[src/inc/bbfc_pkg.sv]
// Purpose: Shared constants and types of the boot-block flash controller.
// Assumes: 20 MHz aclk, 8-bit AXI4-Lite byte addresses.
// Notes: Pin timing figures are conservative host-side values.
package bbfc_pkg;
  // ---------------------------------------------------------------
  // Timing
  // ---------------------------------------------------------------
  localparam int CLK_NS = 50;
  localparam int T_WE_NS = 100;   // Write strobe low time
  localparam int T_ACC_NS = 150;  // Read access time before sampling
  localparam int T_REC_NS = 50;   // Strobes high between cycles
  localparam logic [3:0] WE_CYC = 4'((T_WE_NS + CLK_NS - 1) / CLK_NS);
  localparam logic [3:0] ACC_CYC = 4'((T_ACC_NS + CLK_NS - 1) / CLK_NS + 2);
  localparam logic [3:0] REC_CYC = 4'((T_REC_NS + CLK_NS - 1) / CLK_NS);

  // ---------------------------------------------------------------
  // Flash command codes, status bits, boot decode
  // ---------------------------------------------------------------
  localparam logic [7:0] CMD_ERASE_SETUP = 8'h20;
  localparam logic [7:0] CMD_A = 8'hD0;
  localparam logic [7:0] CMD_WRITE_SETUP = 8'h40;
  localparam logic [7:0] CMD_WRITE_SETUP_ALT = 8'h10;
  localparam logic [7:0] IDENTIFY_CMD = 8'h90;
  localparam logic [7:0] CMD_READ_ARRAY = 8'hFF;
  localparam int SR_READY = 7;
  localparam int SR_SUSP = 6;
  localparam int SR_ERASE_ERR = 5;
  localparam int SR_WRITE_ERR = 4;
  localparam int SR_VPP_ERR = 3;
  localparam logic [3:0] BOOT_BOT = 4'h0;  // addr[17:14] of a bottom boot block
  localparam logic [3:0] BOOT_TOP = 4'hF;  // addr[17:14] of a top boot block

  // ---------------------------------------------------------------
  // Register map
  // ---------------------------------------------------------------
  localparam logic [7:0] REG_CTRL = 8'h00;
  localparam logic [7:0] REG_ADDR = 8'h04;
  localparam logic [7:0] REG_WDATA = 8'h08;
  localparam logic [7:0] REG_CFG = 8'h0C;
  localparam logic [7:0] REG_STATUS = 8'h10;
  localparam logic [7:0] REG_RDATA = 8'h14;
  localparam int ST_BUSY = 0;
  localparam int ST_NEED_RA = 1;
  localparam int ST_LOCK_ERR = 2;
  localparam int ST_DEV_LSB = 8;
  localparam logic [1:0] RESP_OKAY = 2'h0;
  localparam logic [1:0] RESP_SLVERR = 2'h2;

  // Operations written to CTRL[2:0]
  typedef enum logic [2:0] {
    OP_READ = 3'h0, OP_PROG = 3'h1, OP_ERASE = 3'h2,
    OP_STAT = 3'h3, OP_IDENT = 3'h4, OP_RACMD = 3'h5
  } bbfc_op_t;

  // CFG register, bit 0 upward: run, unlock_hv, boot_unlock, vpp_en, byte_n, top, id_hv
  typedef struct packed {
    logic id_hv;
    logic top;
    logic byte_n;
    logic vpp_en;
    logic boot_unlock;
    logic unlock_hv;
    logic run;
  } bbfc_cfg_t;
  localparam bbfc_cfg_t CFG_RST = 7'h01;

  // Flash strobe and data pins
  typedef struct packed {
    logic ce_n;
    logic oe_n;
    logic we_n;
    logic [17:0] addr;
    logic [15:0] dq_o;
    logic dq_oe;
  } bbfc_bus_t;
endpackage

[src/hdl/bbfc_cyc.sv]
// Purpose: One asynchronous flash bus cycle, write or read, per start pulse.
// Assumes: start only while idle; dq_i is asynchronous to aclk.
// Notes: Write cycles are write-strobe controlled; chip select rises after.
module bbfc_cyc (
  input wire logic aclk,                 // 20 MHz clock
  input wire logic aresetn,              // Synchronous reset, active low
  input wire logic start,                // Begin a cycle
  input wire logic wr,                   // 1 write, 0 read
  input wire logic [17:0] addr,          // Cycle address
  input wire logic [15:0] wdata,         // Write data
  input wire logic [15:0] dq_i,          // Flash data pins, input side
  output bbfc_pkg::bbfc_bus_t bus,       // Flash strobes and data out
  output logic done,                     // One-cycle pulse at cycle end
  output logic [15:0] rdata              // Sampled read data
);
  typedef enum logic [3:0] {
    P_IDLE = 4'b0001, P_ACT = 4'b0010, P_HOLD = 4'b0100, P_REC = 4'b1000
  } bbfc_ph_t;

  typedef struct packed {
    bbfc_ph_t ph;
    logic wr;
    logic [3:0] cnt;
    bbfc_pkg::bbfc_bus_t bus;
    logic done;
    logic [15:0] rdata;
    logic [15:0] sync1;
    logic [15:0] sync2;
  } bbfc_cyc_t;

  bbfc_cyc_t s_r, s_nxt;

  // ---------------------------------------------------------------
  // Cycle sequencer
  // ---------------------------------------------------------------
  always_comb begin
    s_nxt = s_r;
    s_nxt.done = 1'b0;
    s_nxt.sync1 = dq_i;
    s_nxt.sync2 = s_r.sync1;  // Second stage only; logic reads sync2
    case (s_r.ph)
      P_IDLE: begin
        if (start) begin
          s_nxt.ph = P_ACT;
          s_nxt.wr = wr;
          s_nxt.bus.addr = addr;
          s_nxt.bus.ce_n = 1'b0;
          s_nxt.bus.oe_n = wr;        // Output enable stays high on writes
          s_nxt.bus.we_n = ~wr;
          s_nxt.bus.dq_o = wdata;
          s_nxt.bus.dq_oe = wr;
          s_nxt.cnt = wr ? bbfc_pkg::WE_CYC : bbfc_pkg::ACC_CYC;
        end
      end
      P_ACT: begin
        s_nxt.cnt = s_r.cnt - 4'h1;
        if (s_r.cnt == 4'h1) begin
          // Write strobe rises first so the flash latches on it
          s_nxt.ph = s_r.wr ? P_HOLD : P_REC;
          s_nxt.bus.we_n = 1'b1;
          s_nxt.rdata = s_r.sync2;
          if (!s_r.wr) begin
            s_nxt.bus.ce_n = 1'b1;
            s_nxt.bus.oe_n = 1'b1;
          end
          s_nxt.cnt = bbfc_pkg::REC_CYC;
        end
      end
      P_HOLD: begin
        // Data held one cycle past the latching edge
        s_nxt.ph = P_REC;
        s_nxt.bus.ce_n = 1'b1;
        s_nxt.bus.dq_oe = 1'b0;
      end
      P_REC: begin
        s_nxt.cnt = s_r.cnt - 4'h1;
        if (s_r.cnt == 4'h1) begin
          s_nxt.ph = P_IDLE;
          s_nxt.done = 1'b1;
        end
      end
      default: s_nxt.ph = P_IDLE;
    endcase
  end

  // State register
  always_ff @(posedge aclk) begin
    if (!aresetn) begin
      s_r <= '0;
      s_r.ph <= P_IDLE;
      s_r.bus.ce_n <= 1'b1;
      s_r.bus.oe_n <= 1'b1;
      s_r.bus.we_n <= 1'b1;
    end else begin
      s_r <= s_nxt;
    end
  end

  assign bus = s_r.bus;
  assign done = s_r.done;
  assign rdata = s_r.rdata;

  // ---------------------------------------------------------------
  // Checks
  // ---------------------------------------------------------------
  a_cmd_strobes: assert property (@(posedge aclk) disable iff (!aresetn)
    !s_r.bus.we_n |-> (s_r.bus.oe_n && !s_r.bus.ce_n && s_r.bus.dq_oe))
    else $error("write strobe low without chip select or driven data");
  a_we_first: assert property (@(posedge aclk) disable iff (!aresetn)
    $rose(s_r.bus.we_n) |-> !s_r.bus.ce_n ##1 s_r.bus.ce_n)
    else $error("chip select did not rise one cycle after write strobe");
  a_read_width: assert property (@(posedge aclk) disable iff (!aresetn)
    $fell(s_r.bus.oe_n) |-> (!s_r.bus.oe_n)[*5] ##1 s_r.bus.oe_n)
    else $error("read strobe width wrong");
endmodule

[src/hdl/bbfc_ctrl.sv]
// Purpose: Host controller for a sixteen-block boot-block flash on a parallel bus.
// Assumes: Software drives it over AXI4-Lite; one operation at a time.
// Notes: Boot protection is checked here before any bus cycle is made.
// Contract
// - Erase is setup code then confirm code, back to back.
// - Program is a write-setup code then the data cycle.
// - Read-array command must precede array reads after program or erase.
// - Reset pin low means deep power-down with outputs floating.
// - Command taken with output enable high, strobes low, first rising edge.
module bbfc_ctrl (
  input wire logic aclk,                  // 20 MHz clock
  input wire logic aresetn,               // Synchronous reset, active low
  input wire logic [7:0] s_axi_awaddr,    // Write address
  input wire logic s_axi_awvalid,         // Write address valid
  output logic s_axi_awready,             // Write address ready
  input wire logic [31:0] s_axi_wdata,    // Write data
  input wire logic [3:0] s_axi_wstrb,     // Byte enables
  input wire logic s_axi_wvalid,          // Write data valid
  output logic s_axi_wready,              // Write data ready
  output logic [1:0] s_axi_bresp,         // Write response
  output logic s_axi_bvalid,              // Write response valid
  input wire logic s_axi_bready,          // Write response ready
  input wire logic [7:0] s_axi_araddr,    // Read address
  input wire logic s_axi_arvalid,         // Read address valid
  output logic s_axi_arready,             // Read address ready
  output logic [31:0] s_axi_rdata,        // Read data
  output logic [1:0] s_axi_rresp,         // Read response
  output logic s_axi_rvalid,              // Read data valid
  input wire logic s_axi_rready,          // Read data ready
  output logic [17:0] flash_addr,         // Flash address pins
  output logic [15:0] flash_dq_o,         // Flash data, output side
  output logic flash_dq_oe,               // Drive enable for data pins
  input wire logic [15:0] flash_dq_i,     // Flash data, input side
  output logic flash_ce_n,                // Chip select
  output logic flash_oe_n,                // Output enable
  output logic flash_we_n,                // Write strobe
  output logic reset_powerdown_n,         // Reset and power-down pin
  output logic rp_unlock_hv,              // Request unlock voltage on reset pin
  output logic boot_unlock,               // Boot-unlock pin
  output logic vpp_enable,                // Program supply switch
  output logic ident_high_voltage,        // Identify voltage on address pin
  output logic byte_n                     // Width select, 1 = word bus
);
  typedef enum logic [5:0] {
    S_IDLE = 6'b000001, S_SOLO = 6'b000010, S_FIRST = 6'b000100,
    S_SECOND = 6'b001000, S_POLL = 6'b010000, S_READ = 6'b100000
  } bbfc_st_t;

  typedef struct packed {
    bbfc_st_t st;
    logic issued;
    logic cyc_go;
    logic cyc_wr;
    logic [15:0] cyc_data;
    bbfc_pkg::bbfc_op_t op;
    logic [17:0] addr;
    logic [15:0] wdata;
    bbfc_pkg::bbfc_cfg_t cfg;
    logic need_ra;
    logic lock_err;
    logic [7:0] dev_stat;
    logic [15:0] rd_data;
    logic [7:0] last_cmd;
    logic [7:0] prev_cmd;
    logic aw_have;
    logic [7:0] aw_addr;
    logic w_have;
    logic [31:0] w_data;
    logic [3:0] w_strb;
    logic awready, wready, bvalid, arready, rvalid;
    logic [1:0] bresp, rresp;
    logic [31:0] rdata;
  } bbfc_ctl_t;

  bbfc_ctl_t s_r, s_nxt;
  bbfc_pkg::bbfc_bus_t bus;
  logic cyc_done;
  logic [15:0] cyc_rdata;

  // Byte-enable merge for register writes
  function automatic logic [31:0] merge(input logic [31:0] old, input logic [31:0] nw,
                                        input logic [3:0] strb);
    for (int i = 0; i < 4; i++) begin
      if (strb[i]) old[i*8 +: 8] = nw[i*8 +: 8];
    end
    return old;
  endfunction

  // Protection check; boot block location follows the variant bit
  function automatic logic allowed(input logic [17:0] a, input bbfc_pkg::bbfc_cfg_t c);
    logic boot;
    boot = (a[17:14] == (c.top ? bbfc_pkg::BOOT_TOP : bbfc_pkg::BOOT_BOT));
    return c.vpp_en && (!boot || c.unlock_hv || c.boot_unlock);
  endfunction

  // ---------------------------------------------------------------
  // Register slave and operation sequencer
  // ---------------------------------------------------------------
  always_comb begin
    logic [31:0] wv;
    logic start;
    wv = '0;
    start = 1'b0;
    s_nxt = s_r;
    s_nxt.cyc_go = 1'b0;
    // Address and data channels taken in either order
    if (s_axi_awvalid && s_r.awready) begin
      s_nxt.aw_have = 1'b1;
      s_nxt.aw_addr = s_axi_awaddr;
    end
    if (s_axi_wvalid && s_r.wready) begin
      s_nxt.w_have = 1'b1;
      s_nxt.w_data = s_axi_wdata;
      s_nxt.w_strb = s_axi_wstrb;
    end
    if (s_r.bvalid && s_axi_bready) s_nxt.bvalid = 1'b0;
    if (s_r.aw_have && s_r.w_have && !s_r.bvalid) begin
      s_nxt.aw_have = 1'b0;
      s_nxt.w_have = 1'b0;
      s_nxt.bvalid = 1'b1;
      s_nxt.bresp = bbfc_pkg::RESP_OKAY;
      case (s_r.aw_addr)
        bbfc_pkg::REG_CTRL: start = s_r.w_strb[0];
        bbfc_pkg::REG_ADDR: begin
          wv = merge({14'h0, s_r.addr}, s_r.w_data, s_r.w_strb);
          s_nxt.addr = wv[17:0];
        end
        bbfc_pkg::REG_WDATA: begin
          wv = merge({16'h0, s_r.wdata}, s_r.w_data, s_r.w_strb);
          s_nxt.wdata = wv[15:0];
        end
        bbfc_pkg::REG_CFG: if (s_r.w_strb[0]) s_nxt.cfg = s_r.w_data[6:0];
        bbfc_pkg::REG_STATUS: begin
          if (s_r.w_strb[0] && s_r.w_data[bbfc_pkg::ST_LOCK_ERR]) s_nxt.lock_err = 1'b0;
        end
        default: s_nxt.bresp = bbfc_pkg::RESP_SLVERR;
      endcase
    end
    s_nxt.awready = !s_nxt.aw_have && !s_nxt.bvalid;
    s_nxt.wready = !s_nxt.w_have && !s_nxt.bvalid;
    // Read channel, one outstanding read
    if (s_r.rvalid && s_axi_rready) s_nxt.rvalid = 1'b0;
    if (s_axi_arvalid && s_r.arready) begin
      s_nxt.rvalid = 1'b1;
      s_nxt.rresp = bbfc_pkg::RESP_OKAY;
      case (s_axi_araddr)
        bbfc_pkg::REG_CTRL: s_nxt.rdata = {29'h0, s_r.op};
        bbfc_pkg::REG_ADDR: s_nxt.rdata = {14'h0, s_r.addr};
        bbfc_pkg::REG_WDATA: s_nxt.rdata = {16'h0, s_r.wdata};
        bbfc_pkg::REG_CFG: s_nxt.rdata = {25'h0, s_r.cfg};
        bbfc_pkg::REG_STATUS: s_nxt.rdata = {16'h0, s_r.dev_stat, 5'h0, s_r.lock_err,
                                            s_r.need_ra, s_r.st != S_IDLE};
        bbfc_pkg::REG_RDATA: s_nxt.rdata = {16'h0, s_r.rd_data};
        default: begin
          s_nxt.rdata = '0;
          s_nxt.rresp = bbfc_pkg::RESP_SLVERR;
        end
      endcase
    end
    s_nxt.arready = !s_nxt.rvalid;

    // Operation sequencer; a start while busy or powered down is dropped
    case (s_r.st)
      S_IDLE: begin
        if (start && s_r.cfg.run) begin
          s_nxt.op = bbfc_pkg::bbfc_op_t'(s_r.w_data[2:0]);
          s_nxt.issued = 1'b0;
          case (s_r.w_data[2:0])
            bbfc_pkg::OP_READ: s_nxt.st = s_r.need_ra ? S_SOLO : S_READ;
            bbfc_pkg::OP_STAT: s_nxt.st = S_READ;
            bbfc_pkg::OP_IDENT, bbfc_pkg::OP_RACMD: s_nxt.st = S_SOLO;
            bbfc_pkg::OP_PROG, bbfc_pkg::OP_ERASE: begin
              if (allowed(s_r.addr, s_r.cfg)) s_nxt.st = S_FIRST;
              else s_nxt.lock_err = 1'b1;
            end
            default: s_nxt.st = S_IDLE;
          endcase
        end
      end
      S_SOLO: begin
        // Single command: identify, or read-array alone or ahead of an array read
        s_nxt.cyc_wr = 1'b1;
        s_nxt.cyc_data = {8'h00, (s_r.op == bbfc_pkg::OP_IDENT) ?
                          bbfc_pkg::IDENTIFY_CMD : bbfc_pkg::CMD_READ_ARRAY};
        if (cyc_done) begin
          s_nxt.issued = 1'b0;
          s_nxt.need_ra = (s_r.op == bbfc_pkg::OP_IDENT);
          s_nxt.st = (s_r.op == bbfc_pkg::OP_RACMD) ? S_IDLE : S_READ;
        end
      end
      S_FIRST: begin
        s_nxt.cyc_wr = 1'b1;
        s_nxt.cyc_data = {8'h00, (s_r.op == bbfc_pkg::OP_ERASE) ?
                          bbfc_pkg::CMD_ERASE_SETUP : bbfc_pkg::CMD_WRITE_SETUP};
        if (cyc_done) begin
          s_nxt.issued = 1'b0;
          s_nxt.st = S_SECOND;
        end
      end
      S_SECOND: begin
        // Confirm or data follows its setup with no other cycle between
        s_nxt.cyc_wr = 1'b1;
        if (s_r.op == bbfc_pkg::OP_ERASE) s_nxt.cyc_data = {8'h00, bbfc_pkg::CMD_A};
        else s_nxt.cyc_data = s_r.cfg.byte_n ? s_r.wdata : {8'h00, s_r.wdata[7:0]};
        if (cyc_done) begin
          s_nxt.issued = 1'b0;
          s_nxt.need_ra = 1'b1;
          s_nxt.st = S_POLL;
        end
      end
      S_POLL: begin
        // Each poll is a fresh read cycle, so the status output refreshes
        s_nxt.cyc_wr = 1'b0;
        if (cyc_done) begin
          s_nxt.issued = 1'b0;
          s_nxt.dev_stat = cyc_rdata[7:0];
          if (cyc_rdata[bbfc_pkg::SR_READY]) s_nxt.st = S_IDLE;
        end
      end
      S_READ: begin
        s_nxt.cyc_wr = 1'b0;
        if (cyc_done) begin
          s_nxt.issued = 1'b0;
          s_nxt.rd_data = s_r.cfg.byte_n ? cyc_rdata : {8'h00, cyc_rdata[7:0]};
          if (s_r.op == bbfc_pkg::OP_STAT) s_nxt.dev_stat = cyc_rdata[7:0];
          s_nxt.st = S_IDLE;
        end
      end
      default: s_nxt.st = S_IDLE;
    endcase
    if (s_r.st != S_IDLE && !s_r.issued && !cyc_done) begin
      s_nxt.issued = 1'b1;
      s_nxt.cyc_go = 1'b1;
      if (s_nxt.cyc_wr) begin
        s_nxt.prev_cmd = s_r.last_cmd;
        s_nxt.last_cmd = s_nxt.cyc_data[7:0];
      end
    end
    // Power-down clears our copy of the status and the read-path state
    if (!s_r.cfg.run) begin
      s_nxt.need_ra = 1'b0;
      s_nxt.dev_stat = '0;
    end
  end

  // State register
  always_ff @(posedge aclk) begin
    if (!aresetn) begin
      s_r <= '0;
      s_r.st <= S_IDLE;
      s_r.op <= bbfc_pkg::OP_READ;
      s_r.cfg <= bbfc_pkg::CFG_RST;
    end else begin
      s_r <= s_nxt;
    end
  end

  // Flash bus cycle engine
  bbfc_cyc u_cyc (
    .aclk(aclk),
    .aresetn(aresetn),
    .start(s_r.cyc_go),
    .wr(s_r.cyc_wr),
    .addr(s_r.addr),
    .wdata(s_r.cyc_data),
    .dq_i(flash_dq_i),
    .bus(bus),
    .done(cyc_done),
    .rdata(cyc_rdata)
  );

  // Pin and bus outputs, all from flip-flops
  assign flash_addr = bus.addr;
  assign flash_dq_o = bus.dq_o;
  assign flash_dq_oe = bus.dq_oe;
  assign flash_ce_n = bus.ce_n;
  assign flash_oe_n = bus.oe_n;
  assign flash_we_n = bus.we_n;
  assign reset_powerdown_n = s_r.cfg.run;
  assign rp_unlock_hv = s_r.cfg.unlock_hv;
  assign boot_unlock = s_r.cfg.boot_unlock;
  assign vpp_enable = s_r.cfg.vpp_en;
  assign ident_high_voltage = s_r.cfg.id_hv;
  assign byte_n = s_r.cfg.byte_n;
  assign s_axi_awready = s_r.awready;
  assign s_axi_wready = s_r.wready;
  assign s_axi_bresp = s_r.bresp;
  assign s_axi_bvalid = s_r.bvalid;
  assign s_axi_arready = s_r.arready;
  assign s_axi_rdata = s_r.rdata;
  assign s_axi_rresp = s_r.rresp;
  assign s_axi_rvalid = s_r.rvalid;

  // ---------------------------------------------------------------
  // Checks
  // ---------------------------------------------------------------
  a_erase_pair: assert property (@(posedge aclk) disable iff (!aresetn)
    (s_r.cyc_go && s_r.st == S_SECOND && s_r.op == bbfc_pkg::OP_ERASE) |->
    (s_r.prev_cmd == bbfc_pkg::CMD_ERASE_SETUP && s_r.last_cmd == bbfc_pkg::CMD_A))
    else $error("cmd_a not preceded by erase setup");
  a_prog_pair: assert property (@(posedge aclk) disable iff (!aresetn)
    (s_r.cyc_go && s_r.st == S_SECOND && s_r.op == bbfc_pkg::OP_PROG) |->
    s_r.prev_cmd == bbfc_pkg::CMD_WRITE_SETUP)
    else $error("program data not preceded by write setup");
  a_array_read: assert property (@(posedge aclk) disable iff (!aresetn)
    (s_r.cyc_go && s_r.st == S_READ && s_r.op == bbfc_pkg::OP_READ) |-> !s_r.need_ra)
    else $error("array read issued without read-array command");
  a_boot_lock: assert property (@(posedge aclk) disable iff (!aresetn)
    $rose(s_r.lock_err) |-> s_r.st == S_IDLE ##1 !s_r.cyc_go)
    else $error("locked operation produced a bus cycle");
  a_no_supply: assert property (@(posedge aclk) disable iff (!aresetn)
    (s_r.st == S_FIRST && s_r.cyc_go) |-> s_r.cfg.vpp_en)
    else $error("program or erase started without program supply");
  a_pd_clear: assert property (@(posedge aclk) disable iff (!aresetn)
    !s_r.cfg.run ##1 !s_r.cfg.run |-> (!s_r.need_ra && s_r.dev_stat == 8'h00))
    else $error("power-down did not clear status copy");
  a_poll_after: assert property (@(posedge aclk) disable iff (!aresetn)
    (s_r.st == S_SECOND && cyc_done) |=> s_r.st == S_POLL ##1 (s_r.cyc_go && !s_r.cyc_wr))
    else $error("status poll did not follow launch");
  a_axi_write: assert property (@(posedge aclk) disable iff (!aresetn)
    (s_r.aw_have && s_r.w_have && !s_r.bvalid) |=> s_r.bvalid && !s_r.awready)
    else $error("write response not raised after address and data");
endmodule

[config.mk]
export PLATFORM = sky130hd
export DESIGN_NAME = bbfc_ctrl
export DESIGN_NICKNAME = d
export VERILOG_FILES = /design/src/inc/bbfc_pkg.sv /design/src/hdl/bbfc_cyc.sv /design/src/hdl/bbfc_ctrl.sv
export SDC_FILE = /design/constraint.sdc
export NUM_CORES = 1
export LEC_CHECK = 0
export ABC_CLOCK_PERIOD_IN_PS = 5900
export BUFFER_PORTS_ARGS = -buffer_cell sky130_fd_sc_hd__buf_2
export CORE_MARGIN = 8
export CORE_UTILIZATION = 30
export CTS_BUF_LIST = sky130_fd_sc_hd__clkbuf_16
export DETAILED_ROUTE_END_ITERATION = 10
export PLACE_DENSITY = 0.45
export SYNTH_ARGS = -nofsm -noshare
export SYNTH_HDL_FRONTEND = slang
export SYNTH_HIERARCHICAL = 1
export SYNTH_SLANG_ARGS = --single-unit
[constraint.sdc]
create_clock -name aclk -period 5.9 [get_ports aclk]
set_input_delay 1.77 -clock aclk [delete_from_list [all_inputs] [get_ports aclk]]
set_output_delay 1.77 -clock aclk [all_outputs]
set_load 0.01 [all_outputs]
# After elaboration in Yosys (flattened, before gate mapping)
# Index checks and enable logic that the tools add are counted.
# W data, S select, Z words.
# totals
register_bits,278
latchBits,0
mem_bits_rw,0
mem_bits_ro,0
output_inout_bits,85
elab_cells,227
mem_count,0
# op_classes
add_sub_neg,1
mul,0
div,0
order_cmp,0
n_eq_ne,50
shift,0
mux,62
bitwise,1
reduce_logical,64
# op_table
operator,n
$pmux W18 S6,1
$mux W7,9
$mux W16,3
$pmux W16 S3,1
$mux W47,1
$mux W37,1
$pmux W6 S6,1
$eq A8 B4 Y1 const B,4
$reduce_and A3 Y1,9
$eq A8 B5 Y1 const B,3
$mux W24,1
$mux W6,4
$pmux W6 S4,1
$mux W1,18
$eq A8 B3 Y1 const B,2
$logic_not A8 Y1,2
$mux W4,4
$mux W8,2
$ne A2 B1 Y1 const B,8
$pmux W4 S4,1
$pmux W8 S2,1
$reduce_and A2 Y1,8
$ne A3 B2 Y1 const B,5
$logic_and A1 B1 Y1,14
other kinds (40),74

# Depth between registers and ports, before layout
# Gate-level depths: netlist of run 1.
# depth
ltp_word,11
mapped_depth,8
depth_no_buf,6

# Modules after synthesis
# The synthesis of run 1 kept the hierarchy.
# by_module_without_submodules
module,instances,cells_each,area_each_um2
bbfc_ctrl,1,764,6587.6
bbfc_cyc,1,434,3865.0

# Worst setup path before layout of run 1
# Ideal clock, no wire load.
# synth_timing
path_kind,input port to flip-flop
startpoint,input s_axi_araddr[5]
endpoint,register s_r (netlist bit s_axi_rdata[6])
arrival_time_ns,3.310
required_time_ns,5.826
slack_ns,2.515
cell_stages,6
n_path_buf,1
path_cell_list,or4_1 nor3_1 a21boi_1 nand2_1 clkbuf_1 o21ai_0
# synth_between
elab_chain_cells,2
word_cells_on_any_way,7
classes_between,eq/ne: 5; mux: 1; reduce/logical: 1
# synth_rtl
item,line_no,rtl
from (decl),bbfc_ctrl.sv:23,"input wire logic [7:0] s_axi_araddr,"
"$eq A8 B5 Y1, or another cell as far along",bbfc_ctrl.sv:146,case (s_axi_araddr)
$pmux W18 S6 (*),bbfc_ctrl.sv:146,
to (signal assigned),bbfc_ctrl.sv:254,s_r <= s_nxt;
to (decl),bbfc_ctrl.sv:75,"bbfc_ctl_t s_r, s_nxt;"
# Mark *: on every way between the ends. The rest lies on a longest branch, timed or not.
# A chain may end at the register's enable or synchronous reset.

==> summary.txt, run 1 <==
Status
  – Status: complete, no violations

Synth
  – Synthesis Warnings: 6
  – Sequential area share after synthesis: 47.3%
  – Netlist cell types: 72
  – Yosys top cell area share: 47.3%
  – Post-synth EDFFs: 0
  – #FFs+latches synth: 247
  – Synth cell count leaders: 247 x dfxtp_1, 241 x nand2_1, 95 x buf_4, 91 x nor2_1, 90 x a21oi_1
  – Most frequent cell after synthesis: dfxtp_1
  – Synth area leaders: dfxtp_1 47%, nand2_1 8.7%, buf_4 6.8%
  – Syn avg cell area: 8.72 sq um
  – Syn Std Cell Area: 10500 sq um
  – Dominant cell type by area after synthesis: dfxtp_1
  – Top FF cell, synth: dfxtp_1
  – Cells after Synth: 1198
  – Post-synthesis async set-or-reset flop share: 0%

Timing
  – Max Fclk: 0.299 GHz
  – Slew Limit Fails: 0
  – Final period util: 56.6%
  – Unrepaired setup endpoints after global routing: no
  – Fin Setup TNS: 0 ps
  – Least-Margin Pin Slew: 870 ps
  – Minimum clock period: 3340 ps
  – Slew HR: 42.0%
  – Clock Skew: 25.1 ps
  – Final Worst Setup Slack: 2560 ps
  – Hold Violations, Final: 0
  – Final-report setup violation count: 0

Setup path
  – Worst-path cell chain: buf_2 -> clkinv_2 -> a21oi_1 -> nand2_1 -> o21ai_0
  – R2R setup slack: 3440 ps
  – Largest stage delay on the critical path: 920 ps
  – Worst Path Buf+Inv: 2
  – CP required: 6390 ps
  – CP top delay family: compound AO/OA/AOI/OAI gates
  – CP endpoint kind: register
  – Slowest cell on crit path: a21oi_1
  – Worst Path Max Fanout: 46
  – CP Launch Type: input port
  – Crit Path Category: in -> reg
  – Crit path DAT: 3830 ps

Floorplanning
  – IO Pins: 160
  – Die area: 41100 sq um
  – Die Ht: 203 um
  – Die W: 203 um
  – # rows: 68
  – Starting Density: 30.3%
  – Core Area: 34500 sq um

Hold path
  – Hold WC Path Type: reg -> reg

Finish
  – Non-Filler Instances: 1692
  – Multi-input gate area: 4540 sq um
  – Fillers: 3672
  – Layout cell share with drive strength beyond 1: 17.3%
  – Final nets: 1291
  – Area grow syn2layout: 13.9%
  – N_diodes: 0
  – FF/Latch Area: 4940 sq um

Clocking
  – Postcts setup bufs: 0
  – Clock Root Buffer: clkbuf_16
  – Hold_buf cts: 0
  – Post-CTS sizing: 0
  – Clk slew on worst S/H paths: 60 ps
  – Clock latency on the worst-skew pair: 560 ps
  – TritonCTS clock tree: built
  – Clk sinks: 247
  – H-Tree Depth: 1
  – Clock buffer depth: 3
  – TritonCTS Buffers: 29

Placed design
  – Dpl cells: 1638
  – Gp weighted congestion: 0.762
  – Post-Place Setup Slack: 1870 ps
  – DP Wirelength: 21.2 mm
  – PortBufs: 128

Global route
  – GRT Util Overall: 13.7%
  – Initial antenna violation count: 0
  – Global-route wire length before repair: 45.8 mm
  – Largest net degree at the start of global routing: 100
  – Met2 GRT Util: 21.6%
  – M3 GR Usage: 2.82%
  – Overflow after GRT: 0
  – GR Layer Usage met1: 19.2%
  – Vias in the first global route: 7713
  – Busiest grt layer: met2

Pwr
  – Pwr/cell area: 359 nW/um^2
  – Peak VDD IR: 203 uV
  – Static Leak: 4.78 nW

Drt
  – Drt pass-1 iters: 5
  – Vias post-DR: 7889
  – DR vias/cell: 4.66
  – Starting DRT DRC Count: 443
  – Routed len/inst: 17.2 um
  – DRC: 0
  – Routed WL: 29.2 mm
  – Routed Antenna Nets: 0

Flow run
  – Max cap viols: 0
==> cell families (layout without fill, tap and decap cells) <==
kind of cell,count (synthesis),in the layout,share of synthesized area [%]
AOI/OAI and AO/OA,224,224,13.7
other,1,16,0.0359
DFF,247,247,47.3
xor gates and xnor gates,5,5,0.419
buffers and inverters,175,199,9.79
and+or+nand+nor,465,465,20.5
muxes,79,79,8.03
adders and majority gates,2,2,0.239
==> per-layer routing <==
metal / vias to the layer above / wire length [um]
li1: 3969 / -
met4: 0 / 495
met5: - / 0
met3: 37 / 1390
met1: 3717 / 14500
met2: 166 / 12800
==> report_power, final <==
part,internal [mW],leakage [nW],total [mW],switching (mW)
combinational,0.155,2.22,0.434,0.279
sequential,1.72,2.00,1.78,0.0616
clock,1.34,0.549,2.06,0.729
total,3.21,4.78,4.28,1.07
==> layout make-up <==
type,instances,share of cell area (%)
multi-input cells,791,38.1
flip-flops and latches,247,41.5
clock inverters,25,3.27
clock buffers,29,6.10
well taps,455,4.78
repair buffers,133,5.80
inverters,12,0.389
==> worst paths after layout <==
| check | endpoint | depth (start not counted) | startpoint |
|---|---|---|---|
| worst min-delay path | u_cyc/s_r[9]$_SDFF_PN0_ | 1 | u_cyc/s_nxt[9]$_SDFF_PN0_ |
| worst max-delay path | s_axi_rdata[10]$_SDFFE_PN0P_ | 5 | aresetn |
| worst min register to register | u_cyc/s_r[9]$_SDFF_PN0_ | 1 | u_cyc/s_nxt[9]$_SDFF_PN0_ |
| worst max register to register | s_r[197]$_SDFFE_PN0P_ | 5 | s_r[193]$_SDFFE_PN0P_ |
==> flip-flops by register name, summed over array words and instances, names as in the netlist, 16 cells and up <==
name and cells:
s_r 120, u_cyc/bus 38, u_cyc/s_r 25, s_axi_rdata 18, u_cyc/rdata 16, u_cyc/s_nxt 16
==> per-stage QoR <==
step	power (mW)	instance area (sq um)	utilization, %	hold slack, ps
6_report	4.28	11900	34.6	432
3_3_place_gp	2.26	10800	31.3	419
3_5_place_dp	2.25	10800	31.3	421
2_1_floorplan	2.13	10500	-	412
4_1_cts	4.34	11900	34.6	434
5_1_grt	4.46	11900	34.6	452
==> layout by cell type, fill, tap and decap left out, types with 10 or more instances in the layout <==
cell       count
dfxtp_1      247
nand2_1      241
buf_2        128
nor2_1        91
a21oi_1       90
mux2i_1       67
a21boi_0      41
and2_1        38
o21ai_0       30
clkbuf_16     29
a22oi_1       23
nand3_1       17
conb_1        16
inv_1         12
nor3_1        11
bufinv_16     10
No activity file was read; power rests on OpenSTA's default activity.
==> run 2, diff against run 1 <==
--- a/config.mk
+++ b/config.mk
@@ -5,7 +5,7 @@
 export SDC_FILE = /design/constraint.sdc
 export NUM_CORES = 1
 export LEC_CHECK = 0
-export ABC_CLOCK_PERIOD_IN_PS = 5900
+export ABC_CLOCK_PERIOD_IN_PS = 3430
 export BUFFER_PORTS_ARGS = -buffer_cell sky130_fd_sc_hd__buf_2
 export CORE_MARGIN = 8
 export CORE_UTILIZATION = 30
==> constraint.sdc (replaced) <==
create_clock -name aclk -period 3.43 [get_ports aclk]
set_input_delay 1.029 -clock aclk [delete_from_list [all_inputs] [get_ports aclk]]
set_output_delay 1.029 -clock aclk [all_outputs]
set_load 0.01 [all_outputs]
==> summary.txt, run 2 (synthesis gave the netlist of run 1 again) <==
Setup path
  – Crit path DAT: 1400 ps
  – CP Launch Type: register
  – Worst R2R Start: s_r[79]$_SDFFE_PN0P_
  – Worst r2r path cells: 5
  – Largest stage delay on the critical path: 600 ps
  – Slowest cell on crit path: dfxtp_1
  – R2R setup slack: 1130 ps
  – Worst Path Buf+Inv: 1
  – CP required: 2400 ps
  – Worst-path cell chain: buf_2
  – CP top delay family: flip-flops
  – Crit Path Category: reg -> out
  – CP endpoint kind: output port
  – Critical Path Start: byte_n$_SDFFE_PN0P_
  – Worst Path Max Fanout: 12
  – Worst r2r dst: s_r[196]$_SDFFE_PN0P_

Drt
  – Starting DRT DRC Count: 413
  – Drt pass-1 iters: 5
  – Routed WL: 29.6 mm
  – Routed Antenna Nets: 0
  – Routed len/inst: 17.5 um
  – Vias post-DR: 7882
  – DRC: 0
  – DR vias/cell: 4.65

Timing
  – Minimum clock period: 2430 ps
  – WHS: 426 ps
  – Fin Setup TNS: 0 ps
  – Final-report setup violation count: 0
  – Final period util: 70.8%
  – Slew HR: 42.9%
  – Slew Limit Fails: 0
  – Unrepaired setup endpoints after global routing: no
  – Hold Violations, Final: 0
  – Clock Skew: 15.5 ps
  – Least-Margin Pin Slew: 856 ps
  – Max Fclk: 0.412 GHz
  – Final Worst Setup Slack: 1000 ps

Clocking
  – Clk sinks: 247
  – H-Tree Depth: 1
  – Clock buffer depth: 3
  – TritonCTS clock tree: built
  – Clock Root Buffer: clkbuf_16
  – TritonCTS Buffers: 29
  – Clock latency on the worst-skew pair: 550 ps
  – Post-CTS sizing: 0
  – Clk slew on worst S/H paths: 60 ps
  – Postcts setup bufs: 0
  – Hold_buf cts: 0

Placed design
  – DP Wirelength: 21.4 mm
  – Post-Place Setup Slack: 569 ps
  – Gp weighted congestion: 0.766
  – PortBufs: 128

Global route
  – Largest net degree at the start of global routing: 108
  – Initial antenna violation count: 0
  – Global-route wire length before repair: 47.0 mm
  – Overflow after GRT: 0
  – GRT Util Overall: 14.1%
  – Vias in the first global route: 7794

Hold path
  – Hold endpoint: u_cyc/rdata[1]$_SDFFE_PN0P_
  – Hold depth: 2
  – Hold WC Path Type: reg -> reg
  – Hold path start: u_cyc/s_r[1]$_SDFF_PN0_

Finish
  – Area grow syn2layout: 11.7%
  – Largest registers: s_r: 120 flops, u_cyc/bus: 38 flops, u_cyc/s_r: 25 flops
  – Final nets: 1298
  – Finished Core Util: 33.9%
  – Commonest non-fill, non-tap cell in the layout: dfxtp_1
  – Layout cell share with drive strength beyond 1: 16.7%
  – N_diodes: 0
  – Max FFs per register: 120
  – Biggest register: s_r
  – Commonest cells after routing, fill and taps aside: 247 x dfxtp_1, 241 x nand2_1, 128 x buf_2, 91 x nor2_1, 90 x a21oi_1

Floorplanning
  – # rows: 68
  – Starting Density: 30.3%
  – Die area: 41100 sq um
  – Die W: 203 um
  – IO Pins: 160
  – Die Ht: 203 um
  – Core Area: 34500 sq um

Status
  – Status: complete, no violations

Flow run
  – Max cap viols: 0

Pwr
  – Static Leak: 4.70 nW
  – Pwr/cell area: 561 nW/um^2
  – Peak VDD IR: 306 uV
run 2: changes by cell type in the layout (fill, tap and decap cells not counted):
| cell | delta |
|---|---|
| clkinvlp_4 | -1 |
| inv_1 | +7 |
| bufinv_16 | -10 |
| buf_4 | +7 |
| clkinv_2 | -3 |
| clkinv_1 | +3 |
run 2: layout make-up:
type | count | area [sq um]
clock inverters | 21 | 104
flip-flops and latches | 247 | 4940
repair buffers | 140 | 743
well taps | 455 | 569
fillers | 3713 | 22800
multi-input cells | 791 | 4540
clock buffers | 29 | 726
inverters | 12 | 46.3
run 2: worst reg2reg max path, stage by stage (launching register included):
cell	delay, ps
dfxtp_1	320
or4_4	560
nor3_4	430
a31oi_4	220
a211o_2	430
o32ai_2	250
run 2: per-layer routing:
layer | up-vias | track usage [%] | part of all wire [%]
li1 | 3989 | - | -
met1 | 3711 | 19.5 | 49
met2 | 156 | 22.4 | 44
met3 | 26 | 3.11 | 5.3
met4 | 0 | 2.54 | 1.2
met5 | - | 0 | 0
run 2: per-stage QoR:
stage	power [mW]	instances	cell area (sq um)
after floorplan	3.67	1213	10500
after global placement	3.88	1645	10800
after detailed placement	3.88	1645	10800
after CTS	6.67	1695	11700
after global routing	6.88	1695	11700
final	6.55	1695	11700
run 2: worst max-delay path by stage:
stage | depth (start not counted) | endpoint | slack, ps
final | 1 | byte_n | 1000
after global placement | 7 | s_axi_rdata[10]$_SDFFE_PN0P_ | 520
after detailed placement | 7 | s_axi_rdata[14]$_SDFFE_PN0P_ | 570
after floorplan | 6 | s_axi_rdata[6]$_SDFFE_PN0P_ | 790
after CTS | 1 | byte_n | 940
after global routing | 1 | byte_n | 920
run 2: power breakdown:
part	switching (mW)	internal, mW	total [mW]
Combinational	0.486	0.273	0.759
Sequential	0.105	2.96	3.06
Clock	1.21	1.52	2.73
Total	1.80	4.75	6.55
==> run 3, diff against run 2 <==
--- a/config.mk
+++ b/config.mk
@@ -5,13 +5,13 @@
 export SDC_FILE = /design/constraint.sdc
 export NUM_CORES = 1
 export LEC_CHECK = 0
-export ABC_CLOCK_PERIOD_IN_PS = 3430
+export ABC_CLOCK_PERIOD_IN_PS = 2050
 export BUFFER_PORTS_ARGS = -buffer_cell sky130_fd_sc_hd__buf_2
 export CORE_MARGIN = 8
 export CORE_UTILIZATION = 30
 export CTS_BUF_LIST = sky130_fd_sc_hd__clkbuf_16
 export DETAILED_ROUTE_END_ITERATION = 10
-export PLACE_DENSITY = 0.45
+export PLACE_DENSITY = 0.46
 export SYNTH_ARGS = -nofsm -noshare
 export SYNTH_HDL_FRONTEND = slang
 export SYNTH_HIERARCHICAL = 1
==> constraint.sdc (replaced) <==
create_clock -name aclk -period 2.05 [get_ports aclk]
set_input_delay 0.615 -clock aclk [delete_from_list [all_inputs] [get_ports aclk]]
set_output_delay 0.615 -clock aclk [all_outputs]
set_load 0.01 [all_outputs]
==> summary.txt, run 3 (synthesis gave the netlist of run 1 again) <==
Timing
  – Final period util: 96.3%
  – Clock Skew: 12.6 ps
  – Minimum clock period: 1970 ps
  – Max Fclk: 0.507 GHz
  – Slew HR: 58.2%
  – Unrepaired setup endpoints after global routing: no
  – Slew Limit Fails: 0
  – Final-report setup violation count: 0
  – Least-Margin Pin Slew: 627 ps
  – Hold Violations, Final: 0

Drt
  – DRC: 0
  – Routed len/inst: 17.2 um
  – Starting DRT DRC Count: 401
  – Routed Antenna Nets: 0
  – DR vias/cell: 4.64
  – Routed WL: 29.9 mm
  – Drt pass-1 iters: 4
  – Vias post-DR: 8048

Setup path
  – Worst Path Max Fanout: 9
  – Crit Path Category: reg -> reg
  – CP endpoint kind: register
  – Worst r2r dst: s_r[196]$_SDFFE_PN0P_
  – CP Launch Type: register
  – CP top delay family: compound AO/OA/AOI/OAI gates
  – Worst R2R Start: s_r[79]$_SDFFE_PN0P_
  – Worst-path cell chain: or4_4 -> nor3_4 -> buf_12 -> a31oi_4 -> a211o_4 -> o32ai_2
  – Largest stage delay on the critical path: 550 ps
  – Worst Path Buf+Inv: 1
  – Worst r2r path cells: 6
  – Critical Path Start: s_r[79]$_SDFFE_PN0P_
  – CP required: 2520 ps
  – Crit path DAT: 2440 ps
  – Slowest cell on crit path: or4_4
  – R2R setup slack: 80 ps

Finish
  – Layout cell share with drive strength beyond 1: 20.3%
  – Commonest non-fill, non-tap cell in the layout: dfxtp_1
  – Finished Core Util: 35.2%
  – Final nets: 1340
  – N_diodes: 0
  – Fillers: 3668
  – Commonest cells after routing, fill and taps aside: 246 x dfxtp_1, 240 x nand2_1, 127 x buf_2, 91 x nor2_1, 90 x a21oi_1
  – Largest registers: s_r: 120 flops, u_cyc/bus: 38 flops, u_cyc/s_r: 25 flops
  – Layout Cell Area excl Fill: 12100 sq um
  – Area grow syn2layout: 16.2%
  – Biggest register: s_r
  – Max FFs per register: 120

Clocking
  – Clock buffer depth: 3
  – Clk sinks: 247
  – Clock latency on the worst-skew pair: 550 ps
  – Clock Root Buffer: clkbuf_16
  – Postcts setup bufs: 0
  – H-Tree Depth: 1
  – TritonCTS clock tree: built
  – Clk slew on worst S/H paths: 60 ps
  – TritonCTS Buffers: 28
  – Hold_buf cts: 0

Global route
  – Initial antenna violation count: 0
  – Largest net degree at the start of global routing: 99
  – Global-route wire length before repair: 47.2 mm
  – Vias in the first global route: 7991
  – GRT Util Overall: 14.1%
  – Overflow after GRT: 0

Pwr
  – Static Leak: 4.95 nW
  – Pwr/cell area: 941 nW/um^2
  – Peak VDD IR: 609 uV

Placed design
  – Gp weighted congestion: 0.801
  – PortBufs: 128
  – Placed Area: 11200 sq um
  – DP Wirelength: 22.0 mm

Status
  – Status: complete, no violations

Floorplanning
  – Starting Density: 30.3%
  – Core Area: 34500 sq um
  – Die Ht: 203 um
  – Die area: 41100 sq um
  – # rows: 68
  – Die W: 203 um
  – IO Pins: 160

Hold path
  – Hold endpoint: u_cyc/s_nxt[6]$_SDFF_PN0_
  – Hold depth: 2
  – Hold WC Path Type: in -> reg
  – Hold path start: flash_dq_i[6]

Flow run
  – Max cap viols: 0
[run 3: cell count changes in the layout (fill, tap and decap cells not counted), sizes merged]
| cell | change |
|---|---|
| clkinv | -2 |
| inv | -5 |
| bufinv | +3 |
| clkinvlp | +1 |
| buf | +43 |
| clkbuf | -1 |
[run 3: final cells by class]
class,instances,area [sq um],area share [%]
inverters,12,46.3,0.381
clock buffers,28,701,5.77
flip-flops and latches,247,4950,40.7
well taps,455,569,4.69
repair buffers,183,1120,9.21
clock inverters,18,181,1.49
multi-input cells,791,4580,37.7
[run 3: how the worst max path moves through the flow]
stage	to	slack (ps)	depth (start not counted)
CTS	s_r[196]$_SDFFE_PN0P_	20	6
finish	s_r[196]$_SDFFE_PN0P_	80	6
global route	s_r[112]$_SDFFE_PN0P_	3	6
floorplan	s_axi_rdata[6]$_SDFFE_PN0P_	-10	6
detailed placement	s_axi_rdata[13]$_SDFFE_PN0P_	-100	6
global placement	s_axi_rdata[12]$_SDFFE_PN0P_	-60	6
[run 3: per-stage QoR]
step           setup slack [ps]  hold slack, ps  power, mW  setup TNS [ps]  cells
6_report                   75.9             267       11.4               0   1734
5_1_grt                    2.86             246       12.0               0   1734
4_1_cts                    18.8             231       11.6               0   1734
3_5_place_dp              -95.4             421       6.65            -921   1688
3_3_place_gp              -58.0             421       6.65            -585   1688
2_1_floorplan             -9.62             412       6.14           -86.0   1213
[run 3: repair_timing]
item / CTS / global route
resized for setup: 1 / 2
pin swaps: 0 / 1
endpoints found under the setup margin: 1 / 7
[run 3: power breakdown]
| part | switching (mW) | internal [mW] | leakage [nW] |
|---|---|---|---|
| Clock | 2.03 | 2.84 | 0.444 |
| Sequential | 0.137 | 4.95 | 2.00 |
| Combinational | 0.866 | 0.604 | 2.50 |
[run 3: metal layers]
layer | up-vias | global-route usage, % | share of wire, %
li1 | 4071 | - | -
met1 | 3765 | 19.6 | 49
met2 | 182 | 22.6 | 45
met3 | 30 | 3.01 | 5.4
met4 | 0 | 2.31 | 1.1
met5 | - | 0 | 0
